### config.mk
export PLATFORM = sky130hd
export DESIGN_NAME = boost_and_pump_enable_ctrl
export DESIGN_NICKNAME = d
export VERILOG_FILES = /design/src/pmic_ctrl_pkg.sv /design/src/boost_and_pump_enable_ctrl.sv /design/src/boost_startup_timer.sv
export SDC_FILE = /design/constraint.sdc
export NUM_CORES = 1
export LEC_CHECK = 0
export ABC_AREA = 1
export BUFFER_PORTS_ARGS = -buffer_cell sky130_fd_sc_hd__clkbuf_2
export CORE_UTILIZATION = 35
export CTS_CLUSTER_DIAMETER = 200
export DETAILED_ROUTE_END_ITERATION = 10
export SETUP_SLACK_MARGIN = 0.5
export SLEW_MARGIN = 10
export SYNTH_ARGS = -nofsm -noshare
export SYNTH_HDL_FRONTEND = slang
export SYNTH_SLANG_ARGS = --single-unit
### constraint.sdc
create_clock -name clk_sys_in -period 2.6 [get_ports clk_sys_in]
set_input_delay 0.26 -clock clk_sys_in [delete_from_list [all_inputs] [get_ports clk_sys_in]]
set_output_delay 0.26 -clock clk_sys_in [all_outputs]
set_load 0.005 [all_outputs]
### src/pmic_ctrl_pkg.sv
// Package with register offsets, field positions, codes and timing counts.
package pmic_ctrl_pkg;

   // ******************************************************************
   // Register offsets.
   // ******************************************************************
   localparam logic [7:0] pump_enable_control_off = 8'h5F;  // Pump sequence and enable.
   localparam logic [7:0] pump_pin_select_off = 8'h61;  // Pump control pin select.
   localparam logic [7:0] boost_enable_control_off = 8'h62;  // Boost sequence and enable.
   localparam logic [7:0] boost_configuration_off = 8'h63;  // Boost configuration.
   localparam logic [7:0] boost_peak_current_setting_off = 8'h64;  // Peak current.
   localparam logic [7:0] boost_pin_select_off = 8'h66;  // Boost control pin select.

   // ******************************************************************
   // Field positions.
   // ******************************************************************
   localparam int seq_lsb = 5;  // Sequence field lsb, bits 7:5.
   localparam int en_lsb = 0;  // Software enable lsb, bits 1:0.
   localparam int psv_dsc_bit = 3;  // Passive discharge bit.
   localparam int adapt_bit = 2;  // Adaptive peak bit.
   localparam int quick_bit = 1;  // Quick startup bit.
   localparam int half_bit = 0;  // Switch half-size bit.
   localparam int table_dis_bit = 7;  // Lookup table disable bit.
   localparam int pump_sel_width = 6;  // Only checked nonzero; pump select uses bits 7 down to 0.
   localparam int pin_count = 8;  // Number of control pins.

   // ******************************************************************
   // Reset values.
   // ******************************************************************
   localparam logic [1:0] en_reset = 2'h0;  // Software enable off.
   localparam logic [3:0] cfg_reset = 4'h0;  // Configuration cleared.
   localparam logic [7:0] peak_reset = 8'h00;  // Peak setting cleared.
   localparam logic [7:0] sel_reset = 8'h00;  // No pins selected.

   // ******************************************************************
   // Peak current mapping and timing.
   // ******************************************************************
   localparam int peak_base_ma = 100;  // Code 0 current in mA.
   localparam int peak_step_ma = 25;  // Step per code in mA.
   localparam int clk_mhz = 125;  // System clock rate.
   localparam int slow_start_ms = 100;  // Normal startup time.
   localparam int quick_start_ms = 50;  // Quick startup time.
   localparam int slow_start_cycles = slow_start_ms * 1000 * clk_mhz;
   localparam int quick_start_cycles = quick_start_ms * 1000 * clk_mhz;

   // ******************************************************************
   // Enumerations of sequence and enable codes.
   // ******************************************************************
   typedef enum logic [2:0]
   {
      seq_disabled = 3'b000,
      seq_reserved1 = 3'b001,
      seq_at_0 = 3'b010,
      seq_at_25 = 3'b011,
      seq_at_50 = 3'b100,
      seq_reserved5 = 3'b101,
      seq_reserved6 = 3'b110,
      seq_software = 3'b111
   } seq_code_t;

   typedef enum logic [1:0]
   {
      en_off = 2'b00,
      en_on = 2'b01,
      en_pins = 2'b10,
      en_reserved = 2'b11
   } en_code_t;

   // Decodes a regulator enable from sequence, software field, pins.
   function automatic logic regulator_enable(input logic [2:0] seq, input logic [1:0] en,
                                             input logic [2:0] boot_phase,
                                             input logic pins_or);
      logic result;
      result = 1'b0;
      case (seq)
         seq_at_0: result = (boot_phase >= 3'd1);
         seq_at_25: result = (boot_phase >= 3'd2);
         seq_at_50: result = (boot_phase >= 3'd3);
         seq_software:
         begin
            if (boot_phase >= 3'd4)
            begin
               case (en)
                  en_on: result = 1'b1;
                  en_pins: result = pins_or;
                  default: result = 1'b0;
               endcase
            end
         end
         default: result = 1'b0;
      endcase
      return result;
   endfunction : regulator_enable

endpackage : pmic_ctrl_pkg

### src/boost_and_pump_enable_ctrl.sv
// Enable and configuration register bank for the boost and charge pump.
//
// Notes on behaviour
// - Pump follows OR of selected pins.
// - Pump select bit n picks pin n.
// - Read-only boost sequence field, bits 7:5.
// - Boost software enable acts only at 111.
// - Boost pin control uses pins at 0x66.
// - Discharge on off; optionally on disable.
// - Adaptive bit raises peak current automatically.
// - Quick bit shortens startup to 50ms.
// - Switch half-size bit halves active switch.
// - Bit 7 picks table or direct peak.
// - Direct code 0 is 100mA, 25mA steps.
// - Pump software enable acts only at 111.
`timescale 1ns/10ps
`default_nettype none
module boost_and_pump_enable_ctrl
   import pmic_ctrl_pkg::*;
#(
   parameter int slow_cycles = slow_start_cycles,
   parameter int quick_cycles = quick_start_cycles
)
(
   input wire logic clk_sys_in,  // System clock.
   input wire logic rst_n_in,  // Synchronous reset, active low.
   input wire logic [2:0] boost_sequence_field_in,  // Boot-programmed boost sequence.
   input wire logic [2:0] pump_sequence_field_in,  // Boot-programmed pump sequence.
   input wire logic [2:0] boot_phase_in,  // Boot progress: 1=0%,2=25%,3=50%,4=100%.
   input wire logic off_mode_entry_in,  // Pulse on entry to Off or Hard-Reset.
   input wire logic [7:0] multipurpose_control_pin_in,  // Control pin levels.
   input wire logic [7:0] peak_table_ma_in,  // Lookup-table peak in 25mA codes.
   input wire logic reg_write_in,  // Register write strobe from the I2C core.
   input wire logic [7:0] reg_addr_in,  // Register address.
   input wire logic [7:0] reg_wdata_in,  // Write data.
   output logic [7:0] reg_rdata_out,  // Read data for the addressed register.
   output logic boost_enable_out,  // Boost regulator enable.
   output logic pump_enable_out,  // Charge pump enable.
   output logic boost_discharge_out,  // Boost passive discharge request.
   output logic boost_adaptive_peak_out,  // Adaptive peak current mode.
   output logic boost_switch_half_size_out,  // Scale switch down by half.
   output logic boost_precharge_out,  // Precharge at fixed 100mA floor.
   output logic boost_full_current_out,  // Startup ramp complete.
   output logic [9:0] boost_peak_ma_out  // Peak current setting in mA.
);

   // ******************************************************************
   // State.
   // ******************************************************************
   typedef struct packed
   {
      logic [1:0] boost_software_enable;  // Boost enable setting.
      logic [1:0] pump_software_enable;  // Pump enable setting.
      logic [3:0] boost_cfg;  // Discharge, adaptive, quick, half-size.
      logic [7:0] peak;  // Table disable and direct peak code.
      logic [7:0] pump_sel;  // Pump pin selects.
      logic [7:0] boost_pin_select_bits;  // Boost pin selects.
      logic boost_en;  // Registered boost enable.
      logic pump_en;  // Registered pump enable.
      logic discharge;  // Registered discharge request.
      logic [9:0] peak_ma;  // Registered peak current.
      logic [7:0] rdata;  // Registered read data.
   } ctrl_state_t;

   ctrl_state_t state_r;  // Registered state.
   ctrl_state_t state_nxt;  // Next state.
   logic boost_pins_or;  // OR of selected boost pins.
   logic pump_pins_or;  // OR of selected pump pins.
   logic [9:0] direct_ma;  // Direct peak setting in mA.
   logic [9:0] table_ma;  // Table peak setting in mA.
   logic boost_precharge;  // Precharge indication from the timer.

   // ******************************************************************
   // Pin selection.
   // ******************************************************************
   // boost pin select
   assign boost_pins_or = |(multipurpose_control_pin_in & state_r.boost_pin_select_bits);
   assign pump_pins_or = |(multipurpose_control_pin_in & state_r.pump_sel);

   // ******************************************************************
   // Peak current mapping.
   // ******************************************************************
   // base plus steps
   assign direct_ma = 10'(peak_base_ma) + 10'(peak_step_ma) * {6'h00, state_r.peak[3:0]};
   assign table_ma = 10'(peak_base_ma) + 10'(peak_step_ma) * {2'h0, peak_table_ma_in};

   // ******************************************************************
   // Next-state logic.
   // ******************************************************************
   // Handles writes, read data, enable decode and peak selection.
   always_comb
   begin
      state_nxt = state_r;
      // Writes touch only the writable fields of each register.
      if (reg_write_in)
      begin
         case (reg_addr_in)
            pump_enable_control_off: state_nxt.pump_software_enable = reg_wdata_in[1:0];
            pump_pin_select_off: state_nxt.pump_sel = reg_wdata_in;
            boost_enable_control_off: state_nxt.boost_software_enable = reg_wdata_in[1:0];
            boost_configuration_off: state_nxt.boost_cfg = reg_wdata_in[3:0];
            boost_peak_current_setting_off:
            begin
               state_nxt.peak = {reg_wdata_in[7], 3'h0, reg_wdata_in[3:0]};
            end
            boost_pin_select_off: state_nxt.boost_pin_select_bits = reg_wdata_in;
            default: state_nxt.pump_sel = state_r.pump_sel;
         endcase
      end
      // Read data; reserved bits read as zero.
      case (reg_addr_in)
         pump_enable_control_off:
         begin
            state_nxt.rdata = {pump_sequence_field_in, 3'h0, state_r.pump_software_enable};
         end
         pump_pin_select_off: state_nxt.rdata = state_r.pump_sel;
         boost_enable_control_off:
         begin
            state_nxt.rdata = {boost_sequence_field_in, 3'h0, state_r.boost_software_enable};
         end
         boost_configuration_off: state_nxt.rdata = {4'h0, state_r.boost_cfg};
         boost_peak_current_setting_off: state_nxt.rdata = state_r.peak;
         boost_pin_select_off: state_nxt.rdata = state_r.boost_pin_select_bits;
         default: state_nxt.rdata = 8'h00;
      endcase
      state_nxt.boost_en = regulator_enable(boost_sequence_field_in,
                                            state_r.boost_software_enable,
                                            boot_phase_in, boost_pins_or);
      state_nxt.pump_en = regulator_enable(pump_sequence_field_in,
                                           state_r.pump_software_enable,
                                           boot_phase_in, pump_pins_or & (pump_sel_width > 0));
      state_nxt.discharge = off_mode_entry_in
                            || (state_r.boost_cfg[psv_dsc_bit] && !state_nxt.boost_en);
      if (boost_precharge)
      begin
         state_nxt.peak_ma = 10'(peak_base_ma);
      end
      else if (state_r.peak[table_dis_bit])
      begin
         state_nxt.peak_ma = direct_ma;
      end
      else
      begin
         state_nxt.peak_ma = table_ma;
      end
   end

   // Registers the state with synchronous reset.
   always_ff @(posedge clk_sys_in)
   begin
      if (!rst_n_in)
      begin
         state_r <= '0;
         state_r.boost_software_enable <= en_reset;
         state_r.pump_software_enable <= en_reset;
         state_r.boost_cfg <= cfg_reset;
         state_r.peak <= peak_reset;
         state_r.pump_sel <= sel_reset;
         state_r.boost_pin_select_bits <= sel_reset;
      end
      else
      begin
         state_r <= state_nxt;
      end
   end

   // ******************************************************************
   // Startup timer.
   // ******************************************************************
   // startup time select
   boost_startup_timer #(
      .slow_cycles(slow_cycles),
      .quick_cycles(quick_cycles)
   ) startup_timer (
      .clk_sys_in(clk_sys_in),
      .rst_n_in(rst_n_in),
      .enable_in(state_r.boost_en),
      .quick_in(state_r.boost_cfg[quick_bit]),
      .precharge_out(boost_precharge),
      .full_current_out(boost_full_current_out)
   );

   // ******************************************************************
   // Outputs.
   // ******************************************************************
   assign reg_rdata_out = state_r.rdata;
   assign boost_enable_out = state_r.boost_en;
   assign pump_enable_out = state_r.pump_en;
   assign boost_discharge_out = state_r.discharge;
   assign boost_adaptive_peak_out = state_r.boost_cfg[adapt_bit];
   assign boost_switch_half_size_out = state_r.boost_cfg[half_bit];
   assign boost_precharge_out = boost_precharge;
   assign boost_peak_ma_out = state_r.peak_ma;

endmodule : boost_and_pump_enable_ctrl
`default_nettype wire

### src/boost_startup_timer.sv
// Startup ramp timer giving full-current indication for the boost.
`timescale 1ns/10ps
`default_nettype none
module boost_startup_timer
   import pmic_ctrl_pkg::*;
#(
   parameter int slow_cycles = slow_start_cycles,
   parameter int quick_cycles = quick_start_cycles
)
(
   input wire logic clk_sys_in,
   input wire logic rst_n_in,
   input wire logic enable_in,
   input wire logic quick_in,
   output logic precharge_out,
   output logic full_current_out
);

   typedef struct packed
   {
      logic [31:0] count;  // Cycles since enable.
      logic done;  // Ramp has completed.
   } timer_state_t;

   timer_state_t state_r;  // Registered state.
   timer_state_t state_nxt;  // Next state.
   logic [31:0] limit;  // Ramp length for the chosen mode.

   // ******************************************************************
   // Next-state logic.
   // ******************************************************************
   // Counts while enabled until the ramp is done, then holds; restarts whenever the enable drops.
   always_comb
   begin
      state_nxt = state_r;
      limit = quick_in ? 32'(quick_cycles) : 32'(slow_cycles);
      if (!enable_in)
      begin
         state_nxt.count = 32'h0000_0000;
         state_nxt.done = 1'b0;
      end
      else if (!state_r.done)
      begin
         if (state_r.count + 32'h0000_0001 >= limit)
         begin
            state_nxt.done = 1'b1;
         end
         state_nxt.count = state_r.count + 32'h0000_0001;
      end
   end

   // Registers the state with synchronous reset.
   always_ff @(posedge clk_sys_in)
   begin
      if (!rst_n_in)
      begin
         state_r <= '0;
      end
      else
      begin
         state_r <= state_nxt;
      end
   end

   // Slow mode precharges at the fixed floor until the ramp completes.
   assign precharge_out = enable_in && !quick_in && !state_r.done;
   assign full_current_out = state_r.done;

endmodule : boost_startup_timer
`default_nettype wire

Yosys cells after proc, flatten, opt, wreduce, memory -nomap -nowiden --
Index checks and enable logic that the tools add are counted.
Storage, ports and cells: register bits 83, output and inout port bits 25, logic and storage cells 74
Cells by class: add/sub/neg operators 3, multipliers 2, order comparisons 5, equality and inequality tests 18, multiplexer cells 12, bitwise operators 3, reductions and logical operators 17
Operators with widths (number):
- == test 8 x 7 -> 1 bit, second input constant | 6
- one-hot mux 8 bit (6 select lines) | 1
- adder 32 x 1 -> 32 bit, second input constant | 1
- >= comparator 32 x 24 -> 1 bit | 1
- 2-to-1 mux 24 bit | 1
- bitwise AND 8 bit | 2
- OR reduction 8 bit | 2
- AND reduction 2 bit | 7
- == test 3 x 2 -> 1 bit, second input constant | 4
- == test 3 bit, second input constant | 4
- adder 7 x 10 -> 10 bit, first input constant | 1
- adder 7 x 9 -> 10 bit, first input constant | 1
- multiplier 5 x 8 -> 10 bit, first input constant | 1
- 2-to-1 mux 10 bit | 1
- multiplier 5 x 4 -> 9 bit, first input constant | 1
- one-hot mux 1 bit (4 select lines) | 2
- 2-to-1 mux 7 bit | 1
- >= comparator 3 x 2 -> 1 bit, second input constant | 2
- == test 2 x 1 -> 1 bit, second input constant | 2
- == test 2 bit, second input constant | 2
- 2-to-1 mux 1 bit | 4
- one-hot mux 1 bit (2 select lines) | 2
- >= comparator 3 x 1 -> 1 bit, second input constant | 1
- >= comparator 3 bit, second input constant | 1
- 5 further kinds | 9

Longest topological paths before layout --
depth after elaboration 8, depth in mapped cells 18

By module --
Synthesis repeated with hierarchy kept, for this count alone.
Unflattened totals: cells, all modules 844, area, all modules 5803.1 um2
Modules (own cells, without submodules):
- boost_and_pump_enable_ctrl | instances 1, cells an instance 449, area an instance 3349.5 um2, sequential area each 1001.0 um2
- boost_startup_timer | instances 1, cells an instance 395, area an instance 2453.6 um2, sequential area each 660.6 um2

Worst setup path after synthesis --
OpenSTA, ideal clock, no wires.
path type input to register, start input port peak_table_ma_in[2], end register state_r, in the netlist boost_peak_ma_out[9], data arrival time 2.558 ns, path slack -0.073 ns, cell stages on the path 13, path buffers 0, path through inv_1 > ha_1 > fa_1 > inv_1 > ha_1 > ha_1 > inv_1 > o21ai_0 > a21oi_1 > o21ba_2 > xor2_1 > o21ai_0 > inv_1
Between the ends: longest elaborated chain between the ends 3
Ends and longest elaborated chain:
- from (decl) | line boost_and_pump_enable_ctrl.sv:32 | input wire logic [7:0] peak_table_ma_in,
- multiplier 5 x 8 -> 10 bit | line boost_and_pump_enable_ctrl.sv:85 | assign table_ma = 10'(peak_base_ma) + 10'(peak_step_ma) * {2'h0, peak_table_ma_in};
- adder 7 x 10 -> 10 bit | line boost_and_pump_enable_ctrl.sv:85
- 2-to-1 mux 10 bit | line boost_and_pump_enable_ctrl.sv:138 | else if (state_r.peak[table_dis_bit])
- to (signal assigned) | line boost_and_pump_enable_ctrl.sv:163 | state_r <= state_nxt;
- to (decl) | line boost_and_pump_enable_ctrl.sv:65 | ctrl_state_t state_r;
Every way passes these cells. A chain may end at the register's enable or synchronous reset.

Final worst setup path --
start register startup_timer.state_r[2] in the netlist's numbering, end register startup_timer.state_r, in the netlist startup_timer.full_current_out
Between the ends: longest elaborated chain between the ends 4
Ends and longest elaborated chain:
- from (decl) | line boost_startup_timer.sv:25 | timer_state_t state_r;
- from (signal assigned) | line boost_startup_timer.sv:61 | state_r <= state_nxt;
- adder 32 x 1 -> 32 bit | line boost_startup_timer.sv:44 | if (state_r.count + 32'h0000_0001 >= limit)
- >= comparator 32 x 24 -> 1 bit | line boost_startup_timer.sv:44
- 2-to-1 mux 1 bit | line boost_startup_timer.sv:44
- 2-to-1 mux 1 bit | line boost_startup_timer.sv:42 | else if (!state_r.done)
Every way passes these cells.

==> impl_metrics.py <==
metrics = {
    "synthesis": {
        "synth_cell_types": 42,
        "synth_ff_type": "dfxtp_1",
        "yosysSeqAreaShare_pct": 30.13,
        "synthArstFlopShare_pct": 0,
        "synth_edf_count": 0,
        "syn_area_per_cell_um2": 6.999,
        "syn_inst": 788,
        "yosysWarnings": 0,
        "ys_seq_elements": 83,
        "synth_nets": 887,
        "syn_area_um2": 5515,
    },
    "finish": {
        "fillCellCount": 1618,
        "layout_commonest_cell": "nand2_1",
        "final_nets": 982,
        "diodes": 0,
        "area_growth_pct": 26.07,
        "layout-drive-gt1-share_pct": 22.86,
        "layout_common_cells": "136 x nand2_1, 117 x inv_1, 79 x dfxtp_1",
        "final_cells": 1099,
        "utilization_pct": 45.40,
        "final_area_um2": 6953,
    },
    "timing": {
        "finalSetupTns_ns": -0.006897,
        "setup_slack_ns": -0.006897,
        "rsz0062_at_grt": "true",
        "hold_slack_ns": 0.1221,
        "period_needed_ns": 2.607,
        "fin_skew_ns": 0.006595,
        "hold_viol": 0,
        "clock.fmax_mhz": 383.6,
        "slew-limit-headroom_pct": 65.06,
        "drv_slew": 0,
        "setup_viol": 1,
        "tightestPinTransition_ns": 0.5235,
        "period_share_pct": 100.3,
    },
    "hold_path": {
        "hold_path.class": "in2reg",
        "min_from": "off_mode_entry_in",
    },
    "power_and_ir_drop": {
        "max-vdd-ir-drop_v": 0.0003075,
        "seq_power_share_pct": 41.5,
        "p_int_mw": 2.312,
        "switchingPower_mw": 0.8622,
        "pwr-share-clk_pct": 43.2,
        "p_per_area_nw_per_um2": 456.5,
        "power_mw": 3.174,
        "swShare_pct": 27.17,
        "comb_power_share_pct": 15.3,
        "power.static_leakage_nw": 3.178,
    },
    "routing": {
        "avgRoutedWirePerCell_um": 13.03,
        "drc": 0,
        "vias": 5211,
        "avgViaCountPerCell": 4.742,
        "drt_first_pass_iters": 5,
        "antenna_left": 0,
        "wl_um": 14320,
        "drt_iter0_markers": 275,
    },
    "global_route": {
        "grt_pass1_wl_um": 23280,
        "grt_use_total_pct": 18.19,
        "antenna_found_initial": 0,
        "grt-ovfl-total": 0,
        "grt_pass1_vias": 4821,
        "grt_max_degree": 35,
    },
    "worst_setup_path": {
        "reg2reg_from": "startup_timer.state_r[2]$_SDFFE_PN0N_",
        "worstPathArrival_ns": 2.84,
        "worst_ep_required_time_ns": 2.84,
        "startpoint_type": "flip-flop",
        "critPathLaunch": "startup_timer.state_r[2]$_SDFFE_PN0N_",
        "crit_path_end_kind": "flip-flop",
        "crit_fanout": 2,
        "critical_path_class": "reg2reg",
    },
    "place": {
        "preCtsSetupSlack_ns": -0.1499,
        "place_hpwl_um": 10870,
        "placed_cells": 1074,
        "placed_area_um2": 6359,
        "gp_congestion": 0.8391,
        "portBuffers": 69,
    },
    "clocking": {
        "clk_path_buf_depth": 2,
        "insertion_delay_ns": 0.35,
        "cts_buffers": 9,
        "cts_root_buf": "clkbuf_16",
        "htree_levels": 3,
        "cts_tree": "yes",
        "cts_hold_buf": 0,
        "path_clk_slew_ns": 0.07,
        "clock_sinks": 83,
    },
    "floorplanning": {
        "std_cell_rows": 45,
        "die-width_um": 127.5,
        "start_util_pct": 36.01,
        "die_height_um": 127.5,
        "ioPinCount": 70,
        "design.die.area_um2": 16260,
        "core_area_um2": 15310,
    },
    "job": {
        "max_cap_viol_count": 0,
    },
    "run_status": {
        "violations": "setup timing",
        "status": "finished, violations left",
    },
}
-- power groups by stage --
stage	combinational, mW	clock [mW]	sequential (mW)
after CTS	0.446	1.41	1.32
after detailed placement	0.409	0	1.35
final	0.485	1.37	1.32
after floorplan	0.291	0	1.34
after global routing	0.547	1.47	1.32
after global placement	0.406	0	1.35
-- worst max-delay path: stages, from the launching register on --
cell	delay, ns
dfxtp_4	0.36
ha_4	0.14
nand2_4	0.06
nor2_4	0.10
nand2_2	0.08
nor2_4	0.09
nand3_2	0.09
nor3_2	0.14
xor2_1	0.21
inv_1	0.07
ha_1	0.28
nand2_1	0.08
inv_2	0.04
a221oi_2	0.22
nand3_1	0.12
nor2_1	0.12
nand3b_1	0.10
nor2_2	0.13
a21oi_1	0.08
-- cell usage after synthesis, types with 2 or more instances --
cell type / instances / area [µm²]
a211oi_1: 2 / 15.01
a21o_1: 2 / 15.01
a21oi_1: 74 / 370.4
a221oi_1: 3 / 26.28
a31oi_1: 2 / 12.51
buf_4: 18 / 135.1
clkbuf_1: 13 / 48.80
clkinv_1: 2 / 7.510
dfxtp_1: 83 / 1662
fa_1: 6 / 120.1
ha_1: 48 / 600.6
inv_1: 127 / 476.7
inv_2: 2 / 7.510
nand2_1: 136 / 510.5
nand2_2: 5 / 31.28
nand3_1: 35 / 175.2
nand3_2: 3 / 30.03
nand3b_1: 3 / 22.52
nand4_1: 13 / 81.33
nor2_1: 73 / 274.0
nor2_2: 4 / 25.02
nor2_4: 5 / 56.30
nor3_1: 11 / 55.05
o2111ai_1: 2 / 17.52
o211ai_1: 5 / 37.54
o21ai_0: 64 / 320.3
o21bai_1: 2 / 15.01
o22ai_1: 8 / 50.05
o31ai_1: 2 / 15.01
xnor2_1: 7 / 61.31
xor2_1: 17 / 148.9
-- path summary, 6_finish.rpt --
kind,end,slack (ns),cells past startpoint
setup / recovery,startup_timer.full_current_out$_SDFF_PN0_,-0.007,18
hold / removal,boost_discharge_out$_SDFF_PN0_,0.12,3
setup reg to reg,startup_timer.full_current_out$_SDFF_PN0_,-0.007,18
hold reg to reg,state_r[29]$_SDFFE_PN0P_,0.46,2
-- metal layers --
layer | global-route usage [%] | vias to the layer above | wire [µm]
li1 | - | 2747 | -
met1 | 22.98 | 2352 | 6523
met2 | 31.60 | 106 | 7114
met3 | 4.020 | 6 | 580
met4 | 3.782 | 0 | 99
met5 | 0 | - | 0
-- layout make-up --
type	count	area, µm²	area share [%]
Multi-Input combinational cell	541	3420	49.18
Sequential cell	83	1674	24.08
Timing Repair Buffer	117	754.5	10.85
Inverter	131	525.5	7.558
Tap cell	211	264.0	3.797
Clock buffer	9	225.2	3.239
Clock inverter	7	90.09	1.296
-- sequential cells by signal, indices dropped and copies added, names as in the netlist --
register,flops
boost_discharge_out,1
boost_switch_half_size_out,1
boost_adaptive_peak_out,1
reg_rdata_out,8
boost_peak_ma_out,10
pump_enable_out,1
startup_timer.state_r,32
startup_timer.full_current_out,1
state_r,27
boost_enable_out,1
-- logic make-up (layout without fill, tap and decap cells) --
family / count (synthesis) / count (layout) / synth area share, %
xor gates and xnor gates: 25 / 25 / 4.106
AOI/OAI and AO/OA: 170 / 170 / 16.88
DFF: 83 / 83 / 30.13
and+or+nand+nor: 292 / 292 / 23.41
adders and majority gates: 54 / 54 / 13.07
buffers and inverters: 164 / 264 / 12.41
-- repair_timing --
item / 4_1_cts / 5_1_grt
buffers inserted: 6 / 3
gates resized for setup: 28 / 19
setup endpoints to repair: 6 / 6
pin swaps: 18 / 14
Power figures use the tool's default switching activity.
